## src/flag_pkg.sv

```systemverilog
package flag_pkg;
  // ==========================================
  // register map (byte addresses)
  localparam int ADR_W = 8;
  localparam logic [ADR_W-1:0] OFS_STATUS = 8'h00;
  localparam logic [ADR_W-1:0] OFS_INT_STATUS = 8'h04;
  localparam logic [ADR_W-1:0] OFS_INT_MASK = 8'h08;
  localparam logic [ADR_W-1:0] OFS_TRANSMIT = 8'h0c;
  localparam logic [ADR_W-1:0] OFS_RECEIVE = 8'h10;
  // ==========================================
  // bus_status field positions
  localparam int STATUS_W = 16;
  localparam int BIT_COLLISION = 10;
  localparam int BIT_GENERAL_CALL = 9;
  localparam int BIT_TEN_BIT = 8;
  localparam int BIT_WRITE_COLLISION = 7;
  localparam int BIT_OVERFLOW = 6;
  localparam int BIT_DATA_NOT_ADDR = 5;
  localparam int BIT_RECEIVE_FULL = 1;
  localparam int BIT_TRANSMIT_FULL = 0;
  // ==========================================
  // interrupt event positions
  localparam int EVENT_N = 6;
  localparam int EV_COLLISION = 0;
  localparam int EV_GENERAL_CALL = 1;
  localparam int EV_TEN_BIT = 2;
  localparam int EV_WRITE_COLLISION = 3;
  localparam int EV_OVERFLOW = 4;
  localparam int EV_RECEIVE_FULL = 5;
  // ==========================================
  // reset values
  localparam logic FLAG_RESET = 1'b0;
  localparam logic DATA_NOT_ADDR_RESET = 1'b0;
  localparam logic [EVENT_N-1:0] MASK_RESET = 6'h00;
  localparam int BYTE_W = 8;
endpackage

```

## src/sticky_flag.sv

```systemverilog
`timescale 1ns/1ns
module sticky_flag
  import flag_pkg::*;
(
  // clock and reset
  input wire logic mclk,
  input wire logic rst,
  // control
  input wire logic set,
  input wire logic clr,
  // state
  output logic flag_q
);
  // ==========================================
  // set wins over a clear in the same cycle
  always_ff @(posedge mclk or posedge rst) begin
    if (rst) begin
      flag_q <= FLAG_RESET;
    end else if (set) begin
      flag_q <= 1'b1;
    end else if (clr) begin
      flag_q <= 1'b0;
    end
  end
endmodule

```

## src/event_irq.sv

```systemverilog
`timescale 1ns/1ns
module event_irq
  import flag_pkg::*;
#(
  parameter int N = EVENT_N
) (
  // clock and reset
  input wire logic mclk,
  input wire logic rst,
  // events and software access
  input wire logic [N-1:0] event_set,
  input wire logic read_clear,
  input wire logic mask_we,
  input wire logic [N-1:0] mask_wdata,
  // state
  output logic [N-1:0] status_q,
  output logic [N-1:0] mask_q,
  output logic irq
);
  if (N < 1 || N > BYTE_W) begin : g_bad_n
    $error("event_irq: N must be 1..8");
  end
  // ==========================================
  // sticky status, cleared by read, set wins
  always_ff @(posedge mclk or posedge rst) begin
    if (rst) begin
      status_q <= '0;
    end else begin
      status_q <= (status_q & ~{N{read_clear}}) | event_set;
    end
  end
  // ==========================================
  // mask
  always_ff @(posedge mclk or posedge rst) begin
    if (rst) begin
      mask_q <= MASK_RESET[N-1:0];
    end else if (mask_we) begin
      mask_q <= mask_wdata;
    end
  end
  assign irq = |(status_q & mask_q);
endmodule

```

## src/bus_status_flags.sv

```systemverilog
`timescale 1ns/1ns
// Function
// - master collision sets master collision flag
// - general call sets flag; stop clears
// - second ten-bit byte match sets; stop clears
// - busy transmit write rejected, sets write collision
// - rejected write leaves transmit buffer unchanged
// - overflow set on attempted move when full
// - overflow means unread byte; software clears
// - slave address match clears data-not-address
// - slave transmit end or data sets it
// - receive full set on load, read clears
module bus_status_flags
  import flag_pkg::*;
(
  // clock and reset
  input wire logic mclk,
  input wire logic rst,
  // wishbone slave
  input wire logic wb_cyc_i,
  input wire logic wb_stb_i,
  input wire logic wb_we_i,
  input wire logic [ADR_W-1:0] wb_adr_i,
  input wire logic [3:0] wb_sel_i,
  input wire logic [31:0] wb_dat_i,
  output logic [31:0] wb_dat_o,
  output logic wb_ack_o,
  // bus state and address match
  input wire logic master_mode,
  input wire logic slave_mode,
  input wire logic collision_detect,
  input wire logic stop_detect,
  input wire logic general_call_match,
  input wire logic ten_bit_second_match,
  input wire logic slave_address_match,
  input wire logic slave_data_received,
  input wire logic transmit_done,
  input wire logic port_busy,
  // receive shift register
  input wire logic receive_ready,
  input wire logic [BYTE_W-1:0] receive_shift_register,
  // transmit side
  output logic [BYTE_W-1:0] transmit_buffer,
  output logic transmit_load,
  // interrupt
  output logic irq
);
  // ==========================================
  // bus decode
  logic ack_q;
  logic req;
  logic wr_take;
  logic rd_take;
  logic [31:0] rdata_q;
  logic [31:0] rdata_d;
  logic master_collision_flag;
  logic general_call_flag;
  logic ten_bit_match_flag;
  logic write_collision_flag;
  logic receive_overflow_flag;
  logic receive_full_flag;
  logic transmit_full_q;
  logic data_not_address_q;
  logic [BYTE_W-1:0] receive_buffer_q;
  logic [STATUS_W-1:0] bus_status;
  logic [EVENT_N-1:0] int_status;
  logic [EVENT_N-1:0] int_mask;
  logic [EVENT_N-1:0] events;
  logic wr_status_lo;
  logic wr_status_hi;
  logic tx_write;
  logic tx_reject;
  logic rx_read;
  logic rx_move;
  logic overflow_set;

  assign req = wb_cyc_i && wb_stb_i;
  // writes apply at the ack edge; read clears at the latch edge,
  // so an event landing between latch and ack is not lost
  assign wr_take = req && ack_q && wb_we_i;
  assign rd_take = req && !ack_q && !wb_we_i;
  assign wr_status_lo = wr_take && wb_adr_i == OFS_STATUS && wb_sel_i[0];
  assign wr_status_hi = wr_take && wb_adr_i == OFS_STATUS && wb_sel_i[1];
  assign tx_write = wr_take && wb_adr_i == OFS_TRANSMIT && wb_sel_i[0];
  assign rx_read = rd_take && wb_adr_i == OFS_RECEIVE;

  always_ff @(posedge mclk or posedge rst) begin
    if (rst) begin
      ack_q <= 1'b0;
    end else begin
      ack_q <= req && !ack_q;
    end
  end
  assign wb_ack_o = ack_q;

  // ==========================================
  // read mux, unmapped reads as zero
  always_comb begin
    rdata_d = '0;
    unique case (wb_adr_i)
      OFS_STATUS: rdata_d[STATUS_W-1:0] = bus_status;
      OFS_INT_STATUS: rdata_d[EVENT_N-1:0] = int_status;
      OFS_INT_MASK: rdata_d[EVENT_N-1:0] = int_mask;
      OFS_TRANSMIT: rdata_d[BYTE_W-1:0] = transmit_buffer;
      OFS_RECEIVE: rdata_d[BYTE_W-1:0] = receive_buffer_q;
      default: rdata_d = '0;
    endcase
  end

  always_ff @(posedge mclk or posedge rst) begin
    if (rst) begin
      rdata_q <= '0;
    end else if (req && !ack_q) begin
      rdata_q <= rdata_d;
    end
  end
  assign wb_dat_o = rdata_q;

  // ==========================================
  // collision and address flags
  sticky_flag u_collision (
    .mclk(mclk),
    .rst(rst),
    .set(master_mode && collision_detect),
    .clr(wr_status_hi && !wb_dat_i[BIT_COLLISION]),
    .flag_q(master_collision_flag)
  );

  sticky_flag u_general_call (
    .mclk(mclk),
    .rst(rst),
    .set(general_call_match),
    .clr(stop_detect),
    .flag_q(general_call_flag)
  );

  sticky_flag u_ten_bit (
    .mclk(mclk),
    .rst(rst),
    .set(ten_bit_second_match),
    .clr(stop_detect),
    .flag_q(ten_bit_match_flag)
  );

  // ==========================================
  // transmit buffer and write collision
  assign tx_reject = tx_write && (port_busy || transmit_full_q);

  sticky_flag u_write_collision (
    .mclk(mclk),
    .rst(rst),
    .set(tx_reject),
    .clr(wr_status_lo && !wb_dat_i[BIT_WRITE_COLLISION]),
    .flag_q(write_collision_flag)
  );

  always_ff @(posedge mclk or posedge rst) begin
    if (rst) begin
      transmit_buffer <= '0;
      transmit_load <= 1'b0;
    end else begin
      transmit_load <= tx_write && !tx_reject;
      if (tx_write && !tx_reject) begin
        transmit_buffer <= wb_dat_i[BYTE_W-1:0];
      end
    end
  end

  always_ff @(posedge mclk or posedge rst) begin
    if (rst) begin
      transmit_full_q <= 1'b0;
    end else if (tx_write && !tx_reject) begin
      transmit_full_q <= 1'b1;
    end else if (transmit_done) begin
      transmit_full_q <= 1'b0;
    end
  end

  // ==========================================
  // receive buffer, full and overflow
  assign overflow_set = receive_ready && receive_full_flag;
  assign rx_move = receive_ready && !receive_full_flag;

  sticky_flag u_overflow (
    .mclk(mclk),
    .rst(rst),
    .set(overflow_set),
    .clr(wr_status_lo && !wb_dat_i[BIT_OVERFLOW]),
    .flag_q(receive_overflow_flag)
  );

  sticky_flag u_receive_full (
    .mclk(mclk),
    .rst(rst),
    .set(rx_move),
    .clr(rx_read),
    .flag_q(receive_full_flag)
  );

  always_ff @(posedge mclk or posedge rst) begin
    if (rst) begin
      receive_buffer_q <= '0;
    end else if (rx_move) begin
      receive_buffer_q <= receive_shift_register;
    end
  end

  // ==========================================
  // data-not-address, address match wins
  always_ff @(posedge mclk or posedge rst) begin
    if (rst) begin
      data_not_address_q <= DATA_NOT_ADDR_RESET;
    end else if (slave_mode && slave_address_match) begin
      data_not_address_q <= 1'b0;
    end else if (slave_mode && (transmit_done || slave_data_received)) begin
      data_not_address_q <= 1'b1;
    end
  end

  // ==========================================
  // status word and interrupt
  always_comb begin
    bus_status = '0;
    bus_status[BIT_COLLISION] = master_collision_flag;
    bus_status[BIT_GENERAL_CALL] = general_call_flag;
    bus_status[BIT_TEN_BIT] = ten_bit_match_flag;
    bus_status[BIT_WRITE_COLLISION] = write_collision_flag;
    bus_status[BIT_OVERFLOW] = receive_overflow_flag;
    bus_status[BIT_DATA_NOT_ADDR] = data_not_address_q;
    bus_status[BIT_RECEIVE_FULL] = receive_full_flag;
    bus_status[BIT_TRANSMIT_FULL] = transmit_full_q;
  end

  always_comb begin
    events = '0;
    events[EV_COLLISION] = master_mode && collision_detect;
    events[EV_GENERAL_CALL] = general_call_match;
    events[EV_TEN_BIT] = ten_bit_second_match;
    events[EV_WRITE_COLLISION] = tx_reject;
    events[EV_OVERFLOW] = overflow_set;
    events[EV_RECEIVE_FULL] = rx_move;
  end

  event_irq #(
    .N(EVENT_N)
  ) u_irq (
    .mclk(mclk),
    .rst(rst),
    .event_set(events),
    .read_clear(rd_take && wb_adr_i == OFS_INT_STATUS),
    .mask_we(wr_take && wb_adr_i == OFS_INT_MASK && wb_sel_i[0]),
    .mask_wdata(wb_dat_i[EVENT_N-1:0]),
    .status_q(int_status),
    .mask_q(int_mask),
    .irq(irq)
  );
endmodule

```

## config.mk

```make
export PLATFORM = sky130hd
export DESIGN_NAME = bus_status_flags
export DESIGN_NICKNAME = d
export VERILOG_FILES = /design/src/flag_pkg.sv /design/src/sticky_flag.sv /design/src/event_irq.sv /design/src/bus_status_flags.sv
export SDC_FILE = /design/constraint.sdc
export NUM_CORES = 1
export LEC_CHECK = 0
export BUFFER_PORTS_ARGS = -buffer_cell sky130_fd_sc_hd__buf_2
export CORE_ASPECT_RATIO = 0.5
export CORE_MARGIN = 3
export CORE_UTILIZATION = 50
export CTS_CLUSTER_SIZE = 8
export DETAILED_ROUTE_END_ITERATION = 8
export GPL_ROUTABILITY_DRIVEN = 0
export HOLD_SLACK_MARGIN = 0.15
export PLACE_DENSITY_LB_ADDON = 0.1
export SETUP_SLACK_MARGIN = 0.1
export SKIP_LAST_GASP = 1
export SYNTH_ARGS = -nofsm -noshare
export SYNTH_HDL_FRONTEND = slang
export SYNTH_SLANG_ARGS = --single-unit
```

## constraint.sdc

```tcl
create_clock -name mclk -period 3.6 [get_ports mclk]
set_input_delay 0.36 -clock mclk [delete_from_list [all_inputs] [get_ports mclk]]
set_output_delay 0.36 -clock mclk [all_outputs]
set_load 0.005 [all_outputs]
```

==> results of run 1 <==
-- flip-flops by register name, summed over array words and instances, names as in the netlist, 6 cells and up --
signal / flops
transmit_buffer: 8
u_irq.mask_q: 6
u_irq.status_q: 6
receive_buffer_q: 8
wb_dat_o: 11
-- cell usage in the layout (no fill, tap or decap), types with 2 or more instances in the layout --
cell type	synthesis	routed
clkbuf_8	0	5
nor2b_1	3	3
o32ai_1	2	2
nand2_1	13	13
buf_2	1	64
o32a_1	2	2
o22ai_1	4	4
mux2i_1	7	7
o21ai_0	4	4
mux2_2	24	24
nand3_1	3	3
nand3b_1	2	2
a21o_1	8	8
o31ai_1	2	2
inv_1	7	6
nor2_1	8	8
dfrtp_1	49	49
or2_2	2	2
clkinv_2	0	2
a22oi_1	11	11
conb_1	1	21
a22o_1	6	6
a21oi_1	4	4
nand2b_1	2	2
-- where the power goes --
group | switching (mW) | internal (mW)
Combinational | 0.0579 | 0.0444
Sequential | 0.0127 | 0.569
Clock | 0.182 | 0.134
Total | 0.253 | 0.748
-- logic make-up after synthesis --
group           Yosys count  synth area share
mux                      31             0.143
compound gates           45             0.138
simple gates             44             0.111
flops                    49             0.514
other cells               1           0.00157
buf+inv                  36            0.0933
-- metal layers --
layer / up-vias / track usage
met5: - / 0
met4: 0 / 0.0530
met3: 5 / 0.0624
met2: 82 / 0.294
met1: 866 / 0.295
li1: 824 / -
-- per-stage QoR --
stage | hold slack, ps | area, um2 | cells | util
after floorplan | 449 | 2460 | 226 | -
after global placement | 458 | 2670 | 327 | 0.595
after detailed placement | 468 | 2670 | 327 | 0.595
after CTS | 237 | 2760 | 335 | 0.614
after global routing | 239 | 2760 | 335 | 0.614
final | 244 | 2760 | 335 | 0.614
-- area by class of cell --
type | count | area, um2 | share of cell area
Timing Repair Buffer | 64 | 320 | 0.116
Clock buffer | 5 | 68.8 | 0.0250
Sequential cell | 49 | 1230 | 0.445
Multi-Input combinational cell | 141 | 1010 | 0.368
Tap cell | 66 | 82.6 | 0.0300
Inverter | 7 | 26.3 | 0.00954
Clock inverter | 3 | 17.5 | 0.00636
-- how the worst min path moves through the flow --
stage | to | depth (start not counted) | startpoint | slack [ps]
finish | data_not_address_q | 2 | slave_address_match | 240
global route | u_irq.status_q[1] | 2 | general_call_match | 240
CTS | data_not_address_q | 2 | slave_address_match | 240
detailed placement | wb_dat_o[7] | 1 | wb_dat_o[7] | 470
global placement | wb_dat_o[6] | 1 | wb_dat_o[6] | 460
floorplan | u_general_call.flag_q | 1 | u_general_call.flag_q | 450
-- worst max-delay path: cells and delay by family, from the launching register on --
kind	cells	cell delay [ps]
AOI/OAI and AO/OA	1	260
buffers and inverters	1	440
and+or+nand+nor	3	1220
DFF	1	390
==> run metrics, run 1 <==
CTS Hold Bufs=0; Max Freq=413 MHz; class of the worst hold path=primary input to register; Post-synth EDFFs=0; unique cell type count in the Yosys netlist=39; Initial Utilization=0.532; Main synth FF type=dfrtp_1; YS warnings=0; # setup viols final=0; Worst Setup Path Type=register to register; Tightest Pin Transition=1010 ps; final antenna-violating net count=0; Critical Path Start=wb_ack_o; CP endpoint=u_irq.status_q[0]; largest area contributor in the netlist=dfrtp_1; WP data required=3800 ps; Via density=5.30; clock latency on the worst-skew pair=300 ps; initial antenna violation count=0; Setup Buffers After CTS=0; Clock Skews=4.81 ps; Clock H-tree levels=2; Clock Sinks=49; Seq/Total Area, Yosys=0.514; diodes inserted=0; DP Worst Slack=994 ps; R2R setup slack=1180 ps; routed wire length=5400 um; CTS tree=done; post-CTS resize count=0; Met3 Routed Length=506 um; number of core rows=17; clock buffer count from CTS=5; Cell Chain, Critical Path=nand3b_1, inv_1, nand3b_1, or4_1, a22o_1; CP max stage delay=610 ps; Via Count=1,777; most common cell in the netlist=dfrtp_1; Post-Syn Instances=206; max-cap violations=0; syn avg cell area=11.6 um2; final hold vios=0; worst r2r src=wb_ack_o; power per cell area=363 nW/um2; maximum VDD drop=0.193 mV; global-route wire length before repair=8560 um; area delta synth->final=15.4%; Layout fillers=406; CP max FO=12; highest metal used=met4; total negative slack=0 ps; crit path time final=2420 ps; GRT Util Overall=0.203; cell mode on critical path=nand3b_1; IO Pins=111; R2R cell count=5; final net count=336; Avg WL per Cell=16.1 um; fin crit share=0.672; most instantiated cells after synthesis=dfrtp_1 (49), mux2_2 (24), buf_4 (21), nand2_1 (13), a22oi_1 (11); drt first pass iters=5; PnR worst setup slack=1180 ps; layout cells sized above 1=0.390; core area=4490 um2; Residual DRC=0; CTS root buf=clkbuf_8; DR iter-0 viols=118; Slew HR=0.326; Slowest cell on crit path=or4_1; # port buffers=64; RSZ-0062 raised after global routing=false; vias in the first global route=1,635; area share of the largest cell type after synthesis=0.514; Worst setup SP type=register; Die W=104 um; #FFs+latches synth=49; Final Max Tran Viols=0; total grt overflow=0; largest net degree at the start of global routing=50; status=complete, no violations; ys async rst share=1.00; post-DP HPWL=4180 um; metal2 WL=2250 um; Clock transition at path regs=90 ps; total power=1.00 mW; worst-case clock buffer depth=2; Worst Path Arrival=2620 ps; R2R Path End=u_irq.status_q[0]; M1 WL=2610 um; Leakage=1.40 nW; DIE AREA=5690 um2; CP Capture Type=register; Cell Area, Synth=2390 um2; Die Span Y=54.9 um; top post-synthesis cells by area=dfrtp_1 (51%), mux2_2 (11%), buf_4 (6.6%)
No activity file was read; power rests on OpenSTA's default activity.
==> run 2: changes to the inputs <==
--- a/config.mk
+++ b/config.mk
@@ -8,7 +8,7 @@
 export BUFFER_PORTS_ARGS = -buffer_cell sky130_fd_sc_hd__buf_2
 export CORE_ASPECT_RATIO = 0.5
 export CORE_MARGIN = 3
-export CORE_UTILIZATION = 50
+export CORE_UTILIZATION = 42
 export CTS_CLUSTER_SIZE = 8
 export DETAILED_ROUTE_END_ITERATION = 8
 export GPL_ROUTABILITY_DRIVEN = 0
==> constraint.sdc (replaced) <==
create_clock -name mclk -period 1.95 [get_ports mclk]
set_input_delay 0.195 -clock mclk [delete_from_list [all_inputs] [get_ports mclk]]
set_output_delay 0.195 -clock mclk [all_outputs]
set_load 0.005 [all_outputs]
==> run 2 against run 1 <==
- die area up 17%
- final area up 12%
- worst setup slack worse by 960 ps
- highest routed layer unchanged
- largest cell class unchanged
- largest power group unchanged
- flip-flop and latch count unchanged
==> run metrics, run 2 (synthesis gave the netlist of run 1 again) <==
worst-case clock buffer depth=2 (unchanged); number of core rows=18 (+1); post-DP HPWL=4690 um (+12%); DIE AREA=6680 um2 (+17%); PnR worst setup slack=219 ps (-961 ps); Die Span Y=59.3 um (+8.1%); routed wire length=6150 um (+14%); Finished Layout Cells=367 (+9.6%); total negative slack=0 ps (unchanged); # setup viols final=0 (unchanged); crit path time final=1730 ps; WP data required=2120 ps (-1680 ps); DR iter-0 viols=84 (-29%); Slew HR=0.654 (+0.328); layout cells sized above 1=0.404 (+0.0137); max reg flops=11 (unchanged); clock buffer count from CTS=5 (unchanged); Worst Path Arrival=1900 ps (-720 ps); CTS tree=done; Worst Setup Path Type=primary input to register; core area=5200 um2 (+16%); Via Count=1,891 (+6.4%); power per cell area=701 nW/um2 (+93%); Leakage=1.56 nW (+11%); maximum VDD drop=0.380 mV (+97%); Final Max Tran Viols=0 (unchanged); Clock Sinks=49 (unchanged); initial antenna violation count=0 (unchanged); final antenna-violating net count=0 (unchanged); Clock Skews=6.49 ps (+1.67 ps); Via density=5.15 (-2.9%); # port buffers=64 (unchanged); CTS root buf=clkbuf_16; status=complete, no violations; class of the worst hold path=primary input to register; largest net degree at the start of global routing=29 (-42%); worst r2r src=wb_ack_o; Tightest Pin Transition=518 ps (-492 ps); Critical Path Start=wb_adr_i[5]; RSZ-0062 raised after global routing=false; startpoint of the worst hold path=wb_dat_i[0]; Residual DRC=0 (unchanged); CP Capture Type=register; diodes inserted=0 (unchanged); max-cap violations=0 (unchanged); global-route wire length before repair=9780 um (+14%); clock latency on the worst-skew pair=290 ps (about the same); final hold vios=0 (unchanged); Avg WL per Cell=16.7 um (+4.0%); vias in the first global route=1,827 (+12%); most common cell after layout, fill and taps aside=buf_2; drt first pass iters=4 (-1); Initial Utilization=0.459 (-0.0730); total grt overflow=0 (unchanged); Worst setup SP type=primary input; Clock H-tree levels=2 (unchanged); placed insts=347 (+6.1%); Clock transition at path regs=70 ps (-20 ps); DP Worst Slack=-97.0 ps (-1090 ps); Die W=113 um (+8.6%); Setup Buffers After CTS=0 (unchanged); fin crit share=0.888; final net count=364 (+8.3%); most frequent cells in the layout=buf_2 (64), dfrtp_1 (49), mux2_2 (24); area delta synth->final=29.1%; GRT Util Overall=0.193 (-0.00989); worst hold slack=151 ps (-93.4 ps); Max Freq=578 MHz; IO Pins=111 (unchanged); CP max FO=10 (-2)
[run 2: cell count changes in the layout (fill, tap and decap cells not counted), moves of 2 or more]
| cell | previous run | this run |
|---|---|---|
| clkbuf_16 | 0 | 5 |
| buf_4 | 0 | 14 |
| clkinv_2 | 2 | 0 |
| buf_12 | 0 | 2 |
| dlygate4sd3_1 | 0 | 12 |
| clkbuf_8 | 5 | 0 |
[run 2: power breakdown]
group	switching [mW]	total [mW]	leakage (nW)	internal, mW
registers	0.0264	1.08	0.618	1.05
logic	0.118	0.232	0.878	0.114
clock network	0.377	0.853	0.0631	0.476
total	0.521	2.16	1.56	1.64
[run 2: what timing repair did]
action | CTS | global route
setup endpoints to repair | 0 | 0
hold endpoints to repair | 33 | 0
resized for setup | 0 | 0
hold buffers | 12 | 0
[run 2: area by class of cell]
class / instances / area, um2
clock buffers: 6 / 129
clock inverters: 2 / 15.0
fillers: 468 / 2120
inverters: 7 / 26.3
multi-input cells: 141 / 1010
flip-flops and latches: 49 / 1230
well taps: 70 / 87.6
repair buffers: 92 / 586
[run 2: metrics by stage]
| step | util | cell area (um2) | power (mW) |
|---|---|---|---|
| finish | 0.593 | 3080 | 2.16 |
| global route | 0.593 | 3080 | 2.25 |
| CTS | 0.593 | 3080 | 2.17 |
| detailed placement | 0.542 | 2820 | 1.31 |
| global placement | 0.542 | 2820 | 1.30 |
| floorplan | - | 2460 | 1.22 |
[run 2: layer usage]
metal  routed length, um  vias to the layer above  GRT usage  share of wire
li1                    -                      884          -              -
met1                2960                      921      0.284           0.48
met2                2620                       81      0.295           0.43
met3                 527                        5     0.0469          0.086
met4                  37                        0     0.0360         0.0060
met5                   0                        -          0              0
[run 2: worst paths after layout]
kind | to | slack (ps) | depth (start not counted)
hold / removal | transmit_buffer[0] | 150 | 2
min in group asynchronous | data_not_address_q | 480 | 3
max in group asynchronous | u_general_call.flag_q | 940 | 4
setup / recovery | transmit_buffer[3] | 220 | 6
hold reg to reg | wb_dat_o[7] | 480 | 1
setup reg to reg | u_irq.status_q[4] | 220 | 5
[run 2: worst max-delay path, cell delays in order]
cell	delay (ps)
buf_2	110
nor4_2	290
or4b_4	520
nor4_4	280
buf_12	180
mux2_2	330
==> run 3: changes to the inputs <==
--- a/config.mk
+++ b/config.mk
@@ -6,7 +6,6 @@
 export NUM_CORES = 1
 export LEC_CHECK = 0
 export BUFFER_PORTS_ARGS = -buffer_cell sky130_fd_sc_hd__buf_2
-export CORE_ASPECT_RATIO = 0.5
 export CORE_MARGIN = 3
 export CORE_UTILIZATION = 42
 export CTS_CLUSTER_SIZE = 8
@@ -18,4 +17,5 @@
 export SKIP_LAST_GASP = 1
 export SYNTH_ARGS = -nofsm -noshare
 export SYNTH_HDL_FRONTEND = slang
+export SYNTH_HIERARCHICAL = 1
 export SYNTH_SLANG_ARGS = --single-unit
==> run 3 against run 2 <==
- hold slack better by 12 ps
- non-clock buffer count is 7 higher
- register-to-register slack barely moved
- critical path depth rose by 1
- sequential share of layout area shrank 1.5 points
- first-iteration DRC count did not move
- count of clock-buffer cells in the layout down 1
- core utilization is 1.8 points lower
- power grew 2.2%
- clock power down 14%
==> run metrics, run 3 <==
DR iter-0 viols=84 (unchanged); top post-synthesis cells by area=dfrtp_1 (50%), mux2_2 (8.7%), buf_4 (6.4%); CP Capture Type=register; Clock Skews=11.0 ps (+4.49 ps); met2 usage=0.281 (-0.0134); max reg flops=11 (unchanged); R2R cell count=5 (unchanged); Die W=82.4 um (-27%); fin crit share=0.917 (+0.0289); Worst Path Arrival=1980 ps (+80 ps); post-DP HPWL=4460 um (-4.8%); # port buffers=64 (unchanged); GRT Util Overall=0.182 (-0.0108); Critical Path Stages=7 (+1); worst hold stages=3 (+1); power per cell area=689 nW/um2 (-1.7%); max-cap violations=0 (unchanged); YS warnings=6 (+6); clock latency on the worst-skew pair=310 ps (+20 ps); syn avg cell area=11.1 um2 (-4.4%); initial antenna violation count=0 (unchanged); final hold vios=0 (unchanged); XOR/XNOR share of the synthesized area=0 (unchanged); Residual DRC=0 (unchanged); clock buffer count from CTS=5 (unchanged); CP max FO=9 (-1); Main synth FF type=dfrtp_1; final antenna-violating net count=0 (unchanged); most common cell in the netlist=dfrtp_1; RSZ-0062 raised after global routing=false; CP endpoint=transmit_buffer[1]; Via Count=1,925 (+1.8%); class of the worst hold path=primary input to register; Post-synth EDFFs=0 (unchanged); placed insts=362 (+4.3%); routed wire length=5760 um (-6.3%); DIE AREA=6780 um2 (+1.5%); diodes inserted=0 (unchanged); Via density=4.90 (-4.9%); Tightest Pin Transition=506 ps (-12.1 ps); ys async rst share=1.00 (unchanged); Finished Layout Cells=393 (+7.1%); CP max stage delay=530 ps (about the same); maximum VDD drop=0.484 mV (+28%); Post-Synth Simple-Gate Area=0.121 (+0.00999); Clock transition at path regs=100 ps (+30 ps); largest area contributor in the netlist=dfrtp_1; Post-Syn Instances=221 (+7.3%); Cell Chain, Critical Path=dlygate4sd3_1, buf_2, inv_1, or2_1, nor4_4, buf_12, mux2_2; area delta synth->final=30.9%; core area=5570 um2 (+7.1%); drt first pass iters=4 (unchanged); M3 GR Usage=0.0445 (-0.00242); Critical Path Start=wb_sel_i[0]; crit path time final=1790 ps (+56.4 ps); CTS root buf=clkbuf_8; most common cell after layout, fill and taps aside=buf_2; Top Family by Delay on Critical Path=buffers and inverters; GR Layer Usage met1=0.255 (-0.0289); Die Span Y=82.4 um (+39%); # setup viols final=0 (unchanged); worst r2r src=wb_ack_o; Clock H-tree levels=2 (unchanged); R2R Path End=transmit_buffer[1]; WP data required=2140 ps (+20 ps); #FFs+latches synth=49 (unchanged); total grt overflow=0 (unchanged); area share of the largest cell type after synthesis=0.501 (-0.0129); Worst setup SP type=primary input; layout cells sized above 1=0.352 (-0.0520); Clock Sinks=49 (unchanged); number of core rows=27 (+9); Max Freq=559 MHz (-3.2%); Slowest cell on crit path=dlygate4sd3_1; unique cell type count in the Yosys netlist=34 (-13%); area share of fa/ha/maj cells after synthesis=0 (unchanged); most frequent cells in the layout=buf_2 (64), dfrtp_1 (49), dlygate4sd3_1 (23); Layout fillers=514 (+9.8%); Cell Area, Synth=2450 um2 (+2.6%); global-route wire length before repair=9110 um (-6.8%); CP bufs+invs=4 (+2); Core Util, Final=0.575 (-0.0175); Final Max Tran Viols=0 (unchanged); Initial Utilization=0.439 (-0.0196); R2R setup slack=210 ps (about the same); status=complete, no violations; CTS tree=done; worst-case clock buffer depth=2 (unchanged); largest net degree at the start of global routing=24 (-17%); vias in the first global route=1,803 (-1.3%); mux share of post-synthesis cell area=0.157 (+0.0143); grt peak-use layer=met2; Leakage=1.61 nW (+3.0%); final net count=388 (+6.6%); total negative slack=0 ps (unchanged); largest family of logic cells by synthesized area=multiplexers; Slew HR=0.662 (+0.00819); Avg WL per Cell=14.7 um (-12%); most instantiated cells after synthesis=dfrtp_1 (49), buf_4 (21), inv_1 (19), mux2_2 (19), nor2_1 (14); Compound-Gate Fraction of Synth Area=0.113 (-0.0244); Worst Setup Path Type=primary input to register; IO Pins=111 (unchanged); Seq/Total Area, Yosys=0.501 (-0.0129)
[run 3: changes by cell type in the layout (fill, tap and decap cells not counted), moves of 4 or more]
cell | previous run | this run
inv_1 | 6 | 18
dlygate4sd3_1 | 12 | 23
a22o_1 | 6 | 0
mux2_4 | 0 | 6
nor2_1 | 8 | 14
clkbuf_16 | 5 | 0
clkbuf_8 | 0 | 5
mux2_2 | 24 | 19
a21o_1 | 8 | 12
a21oi_1 | 4 | 0
buf_4 | 14 | 10
o22ai_1 | 4 | 0
[run 3: worst register-to-register path: cells and delay by family (launching register included)]
kind                   cells  cell delay, ps
flip-flops                 1             370
multiplexers               1             340
AND/OR/NAND/NOR            3             750
buffers and inverters      1             180
[run 3: worst min-delay path by stage]
| stage | start | end | slack [ps] |
|---|---|---|---|
| 6_report | stop_detect | u_general_call/flag_q | 160 |
| 5_1_grt | stop_detect | u_general_call/flag_q | 160 |
| 4_1_cts | stop_detect | u_general_call/flag_q | 160 |
| 3_5_place_dp | rst | u_receive_full/flag_q | 120 |
| 3_3_place_gp | rst | u_receive_full/flag_q | 120 |
| 2_1_floorplan | rst | u_collision/flag_q | -80 |
[run 3: cell type report]
| type | instances | area, um2 | share of cell area |
|---|---|---|---|
| multi-input cells | 146 | 1040 | 0.324 |
| inverters | 19 | 71.3 | 0.0222 |
| flip-flops and latches | 49 | 1230 | 0.383 |
| clock buffers | 5 | 68.8 | 0.0215 |
| repair buffers | 99 | 666 | 0.208 |
| clock inverters | 3 | 46.3 | 0.0144 |
| well taps | 72 | 90.1 | 0.0281 |
[run 3: what timing repair did]
| action | 4_1_cts | 5_1_grt |
|---|---|---|
| setup buffers | 0 | 0 |
| setup endpoints to repair | 0 | 1 |
| endpoints found under the hold margin | 54 | 0 |
| gates resized for setup | 0 | 1 |
| hold buffers | 23 | 0 |
[run 3: routing by layer]
layer,share of wire,vias to the layer above
met5,0,-
met4,0.014,0
met3,0.055,7
met2,0.46,63
met1,0.47,931
li1,-,924
[run 3: through the flow]
stage | cell area, um2 | total power [mW] | hold WS, ps | worst slack, ps
2_1_floorplan | 2520 | 1.37 | -76.3 | 191
3_3_place_gp | 2860 | 1.46 | 121 | 217
3_5_place_dp | 2860 | 1.46 | 123 | 220
4_1_cts | 3210 | 2.23 | 156 | 155
5_1_grt | 3210 | 2.32 | 161 | 108
6_report | 3210 | 2.21 | 162 | 163
[run 3: kinds of logic after synthesis]
logic type | count (synthesis)
compound gates | 38
buf+inv | 46
flops | 49
mux | 33
other cells | 1
simple gates | 54
[run 3: report_power, final]
part | internal [mW] | switching (mW) | total (mW) | leakage [nW]
Sequential | 1.11 | 0.0495 | 1.16 | 0.616
Combinational | 0.180 | 0.140 | 0.320 | 0.935
Clock | 0.384 | 0.349 | 0.733 | 0.0543
